==> src/common/pce_pkg.sv <==
// Package: constants and types for the pump channel enable and status block
package pce_pkg;

  // ----------------------------------------------------------------
  // Geometry
  // ----------------------------------------------------------------
  localparam int NUM_CH = 2;

  // ----------------------------------------------------------------
  // Register byte offsets
  // ----------------------------------------------------------------
  localparam logic [7:0] OFF_CTRL   = 8'h00;
  localparam logic [7:0] OFF_CHSTAT = 8'h04;
  localparam logic [7:0] OFF_IRQST  = 8'h08;
  localparam logic [7:0] OFF_IRQMSK = 8'h0C;
  localparam logic [7:0] OFF_SYS    = 8'h10;
  localparam logic [7:0] OFF_RATE   = 8'h14;
  localparam logic [7:0] OFF_VOLUME = 8'h18;
  localparam logic [7:0] OFF_LAMPS  = 8'h1C;

  // CTRL: enable/disable are write-one pulses, ready bits are stored; bits per channel
  localparam int CTRL_EN_REQ  = 0;
  localparam int CTRL_DIS_REQ = 2;
  localparam int CTRL_READY   = 4;

  // IRQ status bits
  localparam int IRQ_LOCKWARN = 0;
  localparam int IRQ_FAULT    = 2;
  localparam int IRQ_TOGGLE   = 4;
  localparam int IRQ_W        = 6;

  // ----------------------------------------------------------------
  // Reset values and timing
  // ----------------------------------------------------------------
  localparam logic [NUM_CH-1:0] RST_ENABLE = 2'h0;
  localparam logic [IRQ_W-1:0]  RST_MASK   = 6'h00;
  localparam int CLK_HZ        = 50_000_000;
  localparam int DEBOUNCE_US   = 10_000;
  localparam int DEBOUNCE_CYC  = (CLK_HZ / 1_000_000) * DEBOUNCE_US;
  localparam int DB_W          = 20;
  localparam int ACT_HOLD_CYC  = 2_500_000;

  // ----------------------------------------------------------------
  // Types
  // ----------------------------------------------------------------
  typedef enum logic [1:0] {
    PCE_SW_REMOTE = 2'h0,
    PCE_SW_SELECT = 2'h1,
    PCE_SW_LOCK   = 2'h2
  } pce_sw_t;

  typedef struct packed {
    logic running;
    logic load_need;
    logic loading;
    logic lin_fault;
    logic rot_fault;
  } pce_ch_in_t;

  typedef struct packed {
    logic green_en;
    logic red_dis;
    logic green_act;
    logic red_idle;
    logic yel_load;
    logic red_fault;
  } pce_lamp_t;

  typedef struct packed {
    logic rx_data;
    logic tx_data;
    logic rx_ctl;
    logic tx_ctl;
  } pce_ser_t;

  typedef struct packed {
    logic ready;
    logic fault_n;
    logic load_ok;
  } pce_plc_t;

endpackage

==> src/rtl/pce_debounce.sv <==
// Debounce filter that turns a noisy momentary input into one press pulse
`timescale 1ns/1ps
`default_nettype none
module pce_debounce
  import pce_pkg::*;
#(
  parameter int unsigned COUNT = DEBOUNCE_CYC
) (
  input  wire logic pclk,
  input  wire logic presetn,
  input  wire logic raw,
  output logic      press
);

  logic [DB_W-1:0] cnt;
  logic            stable;

  // ----------------------------------------------------------------
  // Filter: level must hold COUNT cycles before it is accepted
  // ----------------------------------------------------------------
  always_ff @(posedge pclk or negedge presetn) begin
    if (!presetn) begin
      cnt    <= '0;
      stable <= 1'b0;
    end else if (raw == stable) begin
      cnt <= '0;
    end else if (cnt >= DB_W'(COUNT - 1)) begin
      cnt    <= '0;
      stable <= raw;
    end else begin
      cnt <= cnt + 1'b1;
    end
  end

  // One pulse on the accepted rising edge only
  always_ff @(posedge pclk or negedge presetn) begin
    if (!presetn) begin
      press <= 1'b0;
    end else begin
      press <= (raw != stable) && raw && (cnt >= DB_W'(COUNT - 1));
    end
  end

endmodule
`default_nettype wire

==> src/rtl/pce_top.sv <==
// Top: channel enable control, status lamps, PLC outputs, APB registers
// ----------------------------------------------------------------
// Functional notes
// - Centre switch position lets host enable/disable
// - Upper momentary press toggles enable state
// - Lower position forces disable, refuses host enable
// - Host enable under lockout raises warning
// - Green lamp enabled, red lamp disabled
// - Green lamp running, red lamp idle
// - Yellow lamp when load needed or loading
// - Fault lamp on linear or rotary fault
// - Serial rx/tx data and control lamps
// - Volumes microsteps, rates microsteps per second
// - Channel strokes alternate for continuous flow
// - PLC trigger in; ready, fault, load out
// - System fault output true when none faulted
// - System ready only when all channels ready
// - Load output conducts when no enabled load
// ----------------------------------------------------------------
`timescale 1ns/1ps
`default_nettype none
module pce_top
  import pce_pkg::*;
#(
  parameter int unsigned DEBOUNCE = DEBOUNCE_CYC,
  parameter int unsigned ACT_HOLD = ACT_HOLD_CYC
) (
  input  wire logic                   pclk,
  input  wire logic                   presetn,
  input  wire logic                   psel,
  input  wire logic                   penable,
  input  wire logic                   pwrite,
  input  wire logic [7:0]             paddr,
  input  wire logic [31:0]            pwdata,
  output logic      [31:0]            prdata,
  output logic                        pready,
  output logic                        pslverr,
  input  wire pce_sw_t                sw_pos  [NUM_CH],
  input  wire pce_ch_in_t             ch_in   [NUM_CH],
  input  wire logic                   ser_rx,
  input  wire logic                   ser_tx,
  input  wire logic                   ser_rx_ctl,
  input  wire logic                   ser_tx_ctl,
  input  wire logic                   plc_trigger,
  input  wire logic [NUM_CH-1:0]      stroke_done,
  output pce_lamp_t                   lamp    [NUM_CH],
  output pce_ser_t                    ser_lamp,
  output pce_plc_t                    plc_out,
  output logic      [NUM_CH-1:0]      ch_run,
  output logic      [NUM_CH-1:0]      ch_enable,
  output logic      [31:0]            rate_usps,
  output logic      [31:0]            volume_ustep,
  output logic                        irq
);

  // ----------------------------------------------------------------
  // APB decode
  // ----------------------------------------------------------------
  logic wr_acc;
  logic rd_setup;
  logic mapped;

  assign pready  = 1'b1;
  assign wr_acc  = psel && penable && pwrite;
  assign rd_setup = psel && !penable && !pwrite;
  assign mapped  = (paddr == OFF_CTRL) || (paddr == OFF_CHSTAT) || (paddr == OFF_IRQST) ||
                   (paddr == OFF_IRQMSK) || (paddr == OFF_SYS) || (paddr == OFF_RATE) ||
                   (paddr == OFF_VOLUME) || (paddr == OFF_LAMPS);
  assign pslverr = psel && penable && !mapped;

  logic [NUM_CH-1:0] host_en;
  logic [NUM_CH-1:0] host_dis;
  logic [NUM_CH-1:0] host_ready;
  logic [NUM_CH-1:0] press;
  logic [NUM_CH-1:0] lock_warn;
  logic [NUM_CH-1:0] fault;
  logic [NUM_CH-1:0] need_load;
  logic [IRQ_W-1:0]  irq_stat;
  logic [IRQ_W-1:0]  irq_mask;
  logic [IRQ_W-1:0]  irq_evt;
  logic [NUM_CH-1:0] fault_q;
  logic              alt_sel;
  logic              trig_q;

  assign host_en  = (wr_acc && paddr == OFF_CTRL) ? pwdata[CTRL_EN_REQ +: NUM_CH]  : '0;
  assign host_dis = (wr_acc && paddr == OFF_CTRL) ? pwdata[CTRL_DIS_REQ +: NUM_CH] : '0;

  // ----------------------------------------------------------------
  // Per-channel enable control and lamps
  // ----------------------------------------------------------------
  genvar g;
  generate
    for (g = 0; g < NUM_CH; g++) begin : gen_ch
      pce_debounce #(
        .COUNT (DEBOUNCE)
      ) u_db (
        .pclk    (pclk),
        .presetn (presetn),
        .raw     (sw_pos[g] == PCE_SW_SELECT),
        .press   (press[g])
      );

      always_ff @(posedge pclk or negedge presetn) begin
        if (!presetn) begin
          ch_enable[g] <= RST_ENABLE[g];
        end else if (sw_pos[g] == PCE_SW_LOCK) begin
          ch_enable[g] <= 1'b0;
        end else if (press[g]) begin
          ch_enable[g] <= !ch_enable[g];
        end else if (host_dis[g]) begin
          ch_enable[g] <= 1'b0;
        end else if (host_en[g]) begin
          ch_enable[g] <= 1'b1;
        end
      end

      // Refused host enable under lockout is reported as a warning event
      assign lock_warn[g] = host_en[g] && (sw_pos[g] == PCE_SW_LOCK);
      assign fault[g]     = ch_in[g].lin_fault || ch_in[g].rot_fault;
      assign need_load[g] = ch_in[g].load_need || ch_in[g].loading;

      always_ff @(posedge pclk or negedge presetn) begin
        if (!presetn) begin
          lamp[g] <= '0;
        end else begin
          lamp[g].green_en  <= ch_enable[g];
          lamp[g].red_dis   <= !ch_enable[g];
          lamp[g].green_act <= ch_in[g].running;
          lamp[g].red_idle  <= !ch_in[g].running;
          lamp[g].yel_load  <= need_load[g];
          lamp[g].red_fault <= fault[g];
        end
      end
    end
  endgenerate

  // ----------------------------------------------------------------
  // Serial activity lamps, stretched so short bursts stay visible
  // ----------------------------------------------------------------
  logic [3:0]  ser_raw;
  logic [31:0] act_cnt [4];
  assign ser_raw = {ser_rx, ser_tx, ser_rx_ctl, ser_tx_ctl};

  generate
    for (g = 0; g < 4; g++) begin : gen_act
      always_ff @(posedge pclk or negedge presetn) begin
        if (!presetn) begin
          act_cnt[g] <= '0;
        end else if (ser_raw[g]) begin
          act_cnt[g] <= 32'(ACT_HOLD);
        end else if (act_cnt[g] != '0) begin
          act_cnt[g] <= act_cnt[g] - 1'b1;
        end
      end
    end
  endgenerate

  always_ff @(posedge pclk or negedge presetn) begin
    if (!presetn) begin
      ser_lamp <= '0;
    end else begin
      ser_lamp.rx_data <= act_cnt[3] != '0;
      ser_lamp.tx_data <= act_cnt[2] != '0;
      ser_lamp.rx_ctl  <= act_cnt[1] != '0;
      ser_lamp.tx_ctl  <= act_cnt[0] != '0;
    end
  end

  // ----------------------------------------------------------------
  // Alternating stroke sequencing of the two channels
  // ----------------------------------------------------------------
  // One channel runs at a time; a finished stroke hands over to the other
  // only if that one is enabled, fault-free and not in need of a load.
  always_ff @(posedge pclk or negedge presetn) begin
    if (!presetn) begin
      alt_sel <= 1'b0;
    end else if (stroke_done[alt_sel] && ch_enable[!alt_sel] && !fault[!alt_sel] &&
                 !need_load[!alt_sel]) begin
      alt_sel <= !alt_sel;
    end
  end

  always_ff @(posedge pclk or negedge presetn) begin
    if (!presetn) begin
      trig_q <= 1'b0;
      ch_run <= '0;
    end else begin
      trig_q <= plc_trigger;
      for (int i = 0; i < NUM_CH; i++) begin
        ch_run[i] <= trig_q && (alt_sel == 1'(i)) && ch_enable[i] && !fault[i] && !need_load[i];
      end
    end
  end

  // ----------------------------------------------------------------
  // PLC outputs
  // ----------------------------------------------------------------
  always_ff @(posedge pclk or negedge presetn) begin
    if (!presetn) begin
      plc_out <= '0;
    end else begin
      plc_out.ready   <= &host_ready;
      plc_out.fault_n <= !(|fault);
      plc_out.load_ok <= !(|(need_load & ch_enable));
    end
  end

  // ----------------------------------------------------------------
  // Software registers
  // ----------------------------------------------------------------
  // Rate and volume are stored raw in microsteps; no unit conversion here
  always_ff @(posedge pclk or negedge presetn) begin
    if (!presetn) begin
      host_ready   <= '0;
      irq_mask     <= RST_MASK;
      rate_usps    <= '0;
      volume_ustep <= '0;
    end else if (wr_acc) begin
      if (paddr == OFF_CTRL) begin
        host_ready <= pwdata[CTRL_READY +: NUM_CH];
      end
      if (paddr == OFF_IRQMSK) begin
        irq_mask <= pwdata[IRQ_W-1:0];
      end
      if (paddr == OFF_RATE) begin
        rate_usps <= pwdata;
      end
      if (paddr == OFF_VOLUME) begin
        volume_ustep <= pwdata;
      end
    end
  end

  // ----------------------------------------------------------------
  // Interrupts: sticky status, write one to clear, set wins
  // ----------------------------------------------------------------
  always_ff @(posedge pclk or negedge presetn) begin
    if (!presetn) begin
      fault_q <= '0;
    end else begin
      fault_q <= fault;
    end
  end

  assign irq_evt = {press, fault & ~fault_q, lock_warn};

  always_ff @(posedge pclk or negedge presetn) begin
    if (!presetn) begin
      irq_stat <= '0;
    end else begin
      if (wr_acc && paddr == OFF_IRQST) begin
        irq_stat <= (irq_stat & ~pwdata[IRQ_W-1:0]) | irq_evt;
      end else begin
        irq_stat <= irq_stat | irq_evt;
      end
    end
  end

  always_ff @(posedge pclk or negedge presetn) begin
    if (!presetn) begin
      irq <= 1'b0;
    end else begin
      irq <= |(irq_stat & irq_mask);
    end
  end

  // ----------------------------------------------------------------
  // Read mux
  // ----------------------------------------------------------------
  logic [31:0] next_prdata;
  logic [31:0] lamp_word;

  always_comb begin
    lamp_word = '0;
    for (int i = 0; i < NUM_CH; i++) begin
      lamp_word[i*6 +: 6] = lamp[i];
    end
    lamp_word[12 +: 4] = ser_lamp;
    lamp_word[16 +: 3] = plc_out;
  end

  always_comb begin
    next_prdata = '0;
    unique case (paddr)
      OFF_CTRL:   next_prdata[CTRL_READY +: NUM_CH] = host_ready;
      OFF_CHSTAT: next_prdata = {23'h0, alt_sel, ch_run, fault, need_load, ch_enable};
      OFF_IRQST:  next_prdata[IRQ_W-1:0] = irq_stat;
      OFF_IRQMSK: next_prdata[IRQ_W-1:0] = irq_mask;
      OFF_SYS:    next_prdata[3:0] = {sw_pos[1], sw_pos[0]};
      OFF_RATE:   next_prdata = rate_usps;
      OFF_VOLUME: next_prdata = volume_ustep;
      OFF_LAMPS:  next_prdata = lamp_word;
      default:    next_prdata = '0;
    endcase
  end

  // Read data is captured at the end of the setup cycle so it leaves a flop
  // with no wait state; a status bit that sets during the access phase is
  // seen on the next read instead.
  always_ff @(posedge pclk or negedge presetn) begin
    if (!presetn) begin
      prdata <= '0;
    end else if (rd_setup) begin
      prdata <= next_prdata;
    end else begin
      prdata <= '0;
    end
  end

endmodule
`default_nettype wire

==> config.mk <==
export PLATFORM = sky130hd
export DESIGN_NAME = pce_top
export DESIGN_NICKNAME = d
export VERILOG_FILES = /design/src/common/pce_pkg.sv /design/src/rtl/pce_debounce.sv /design/src/rtl/pce_top.sv
export SDC_FILE = /design/constraint.sdc
export NUM_CORES = 1
export LEC_CHECK = 0
export BUFFER_PORTS_ARGS = -buffer_cell sky130_fd_sc_hd__buf_2
export CAP_MARGIN = 10
export CORE_MARGIN = 10
export CORE_UTILIZATION = 50
export CTS_CLUSTER_DIAMETER = 200
export DETAILED_ROUTE_END_ITERATION = 8
export PLACE_DENSITY = 0.71
export SYNTH_ARGS = -nofsm -noshare
export SYNTH_HDL_FRONTEND = slang
export SYNTH_SLANG_ARGS = --single-unit
==> constraint.sdc <==
create_clock -name pclk -period 3.15 [get_ports pclk]
set_input_delay 0.63 -clock pclk [delete_from_list [all_inputs] [get_ports pclk]]
set_output_delay 0.63 -clock pclk [all_outputs]
set_load 0.005 [all_outputs]
==> reports/metrics.yaml <==
run_status:
  status: "complete, no violations"
floorplanning:
  initial_core_util: 0.5074
  row_count: 62
  ios: 188
  die_area_mm2: 0.03644
  die_width_um: 190.9
  die_h_um: 190.9
  coreArea_mm2: 0.02878
global_routing:
  grt_usage: 0.2014
  grt_antenna_before_repair: 3
  grt_pass1_vias: 11437
  grt_start_max_net_pins: 71
  grt_overflow: 0
  grt_pass1_wl_um: 60560
timing:
  timing.final.crit_share: 0.8990
  whs_ns: 0.04283
  finalHoldViolCount: 0
  setup_slack_ns: 0.3181
  grt_setup_unrepaired: "no"
  worstMarginPinSlew_ns: 0.6958
  setup_violations: 0
  fin_tns_setup_ns: 0
  slew_violations: 0
  fmax_mhz: 353.1
  min_period_ns: 2.832
  finClkSkew_ns: 0.01114
  relSlewSlack: 0.5319
clocking:
  clk_path_buf_depth: 3
  clk_pin_slew_ns: 0.07
  cts_tree: "yes"
  cts_hold_buf: 0
  h-tree-depth: 1
  cts-root-buf: "clkbuf_16"
  cts_buffers: 31
  ctsResizeCount: 0
  worst_skew_pair.late_latency_ns: 0.56
  post_cts_buffers: 0
  numClockSinks: 308
synthesis:
  synth_top_family_by_area: "simple AND/OR/NAND/NOR gates"
  synth_cells: 1359
  ys_warn_count: 0
  avgSynthCellArea_um2: 10.75
  synth_top_cell_area_share: 0.5278
  synth_edf_count: 0
  ys_async_sr_fraction: 1.000
  ys_types: 76
  ys_seq_elements: 308
  synthAdderAreaFrac: 0.006855
  synth_top_area_cell: "dfrtp_1"
  synthFlopType: "dfrtp_1"
  syn-cell-area_mm2: 0.01460
  synth_xor_area_frac: 0.04198
  ys_seq_area_frac: 0.5278
  synth-compound-area-share: 0.1139
  ys_top_cells_by_area: "dfrtp_1 (53%), mux2_2 (7.2%), nor2_1 (3.8%)"
  synthMuxAreaShare: 0.07797
  synthSimpleGateAreaFrac: 0.2018
setup_path:
  crit_type: "register to register"
  r2r_end: "act_cnt[37]"
  rr_worst_depth: 5
  path_cells: "or4_1 -> or4_1 -> o21ai_2 -> nor3_1 -> or3b_2"
  startpoint: "act_cnt[46]"
  required_ns: 3.58
  critPathMaxFanout: 14
  cp_slowest_cell: "or4_1"
  endpoint_kind: "register"
  startpoint_type: "register"
  reg2reg_slack_ns: 0.32
  cp_common_cell: "or4_1"
  setup.worst_path.end: "act_cnt[37]"
  worstPathArrival_ns: 3.26
  timing.rr.start: "act_cnt[46]"
  slowest_delay_ns: 0.81
detailed_routing:
  routedWlPerCell_um: 19.13
  drt_iter0_drc: 955
  postRouteAntennaNets: 0
  vias: 11432
  dr.pass1.iters: 5
  drt-vias-per-instance: 5.857
  wl_um: 37350
  drc: 0
place:
  place_congestion: 0.8809
  preCtsSetupSlack_ns: 0.3247
  dpl-instance-area_mm2: 0.01606
  dp_cells: 1896
  port_buffers: 186
  dp_hpwl_um: 26780
cells_and_area:
  fillCellCount: 2402
  drive_gt1_frac: 0.2591
  final_area_mm2: 0.01710
  area.sequential_mm2: 0.007707
  nets: 1619
  multi_input_area_mm2: 0.006474
  final_common_cell: "dfrtp_1"
  syn2layout_area_growth_pct: 17.07
  postLayoutCoreUtil: 0.5940
  final_cells: 1952
  final_cell_mix: "dfrtp_1 (308), buf_2 (185), nor2_1 (148)"
power_and_ir_drop:
  vdd_ir_drop_max_uv: 423.4
  design_power_total_mw: 8.638
  p_per_area_mw_per_mm2: 505.3
  p_leak_nw: 7.674
job:
  drv_cap: 0
min_path:
  hp-class: "primary input to asynchronous set/reset pin"
-- layer usage --
layer / vias up / part of all wire / global-route usage / wire (um)
met3: 74 / 0.072 / 0.04173 / 2674
li1: 5375 / - / - / -
met5: - / 0.00070 / 0 / 26
met1: 5653 / 0.43 / 0.2639 / 15980
met2: 326 / 0.47 / 0.3300 / 17710
met4: 4 / 0.025 / 0.06027 / 952
-- sequential cells by signal (all words and copies together), names as in the netlist --
signal,count
act_cnt,128
alt_sel,1
ch_enable,2
ch_run,2
fault_q,2
gen_ch.u_db.cnt,40
gen_ch.u_db.press,2
gen_ch.u_db.stable,2
host_ready,2
irq,1
irq_mask,6
irq_stat,6
lamp,10
plc_out,3
prdata,32
rate_usps,32
ser_lamp,4
trig_q,1
volume_ustep,32
-- layout make-up --
type,count,area share
well taps,384,0.02811
repair buffers,223,0.07495
diodes,1,0.0001464
inverters,31,0.006953
multi-input cells,950,0.3787
clock buffers,42,0.05131
flip-flops and latches,308,0.4509
clock inverters,13,0.009002
-- cell families after synthesis --
family	count (synthesis)
AND/OR/NAND/NOR	528
flip-flops	308
AO/OA/AOI/OAI	239
multiplexers	102
buffers and inverters	102
XOR/XNOR	70
adder cells (fa/ha/maj)	8
other	2
-- cells in the mapped netlist, types with 6 or more instances --
| cell type | count |
|---|---|
| a22oi_1 | 40 |
| o31ai_1 | 22 |
| nor2b_1 | 27 |
| and3_1 | 21 |
| buf_2 | 8 |
| inv_1 | 30 |
| xnor2_1 | 24 |
| or2_2 | 12 |
| a31oi_1 | 9 |
| o211ai_1 | 9 |
| xor2_1 | 46 |
| o31a_1 | 7 |
| mux2_2 | 94 |
| or4_1 | 44 |
| dfrtp_1 | 308 |
| nand3_1 | 25 |
| nor4_1 | 46 |
| or3_1 | 46 |
| a211oi_1 | 6 |
| clkbuf_1 | 51 |
| nand2_1 | 45 |
| ha_1 | 8 |
| nor3_1 | 36 |
| mux2i_1 | 8 |
| nand2b_1 | 6 |
| o21ai_0 | 37 |
| buf_1 | 6 |
| nand4_1 | 22 |
| nor2_1 | 148 |
| a21oi_1 | 57 |
| o41ai_1 | 6 |
-- worst max-delay path, delay by kind of cell (launching register included) --
kind | cells | cell delay (ns)
AND/OR/NAND/NOR | 4 | 1.93
flip-flops | 1 | 0.41
AO/OA/AOI/OAI | 1 | 0.36
-- power by group --
group	total (mW)	internal (mW)	switching [mW]
Clock	3.73	2.18	1.54
Sequential	4.23	4.09	0.142
Combinational	0.683	0.265	0.417
Total	8.64	6.54	2.10
-- worst min-delay path by stage --
stage                               start               endpoint  slack [ns]  depth (start not counted)
floorplan                         presetn             act_cnt[0]        0.33                          0
global placement    gen_ch[0].u_db.cnt[0]  gen_ch[0].u_db.cnt[0]        0.47                          1
detailed placement  gen_ch[0].u_db.cnt[0]  gen_ch[0].u_db.cnt[0]        0.48                          1
CTS                               presetn          rate_usps[23]        0.06                          1
global route                      presetn             prdata[20]        0.08                          1
finish                            presetn          rate_usps[23]        0.04                          1
Power figures use the tool's default switching activity.
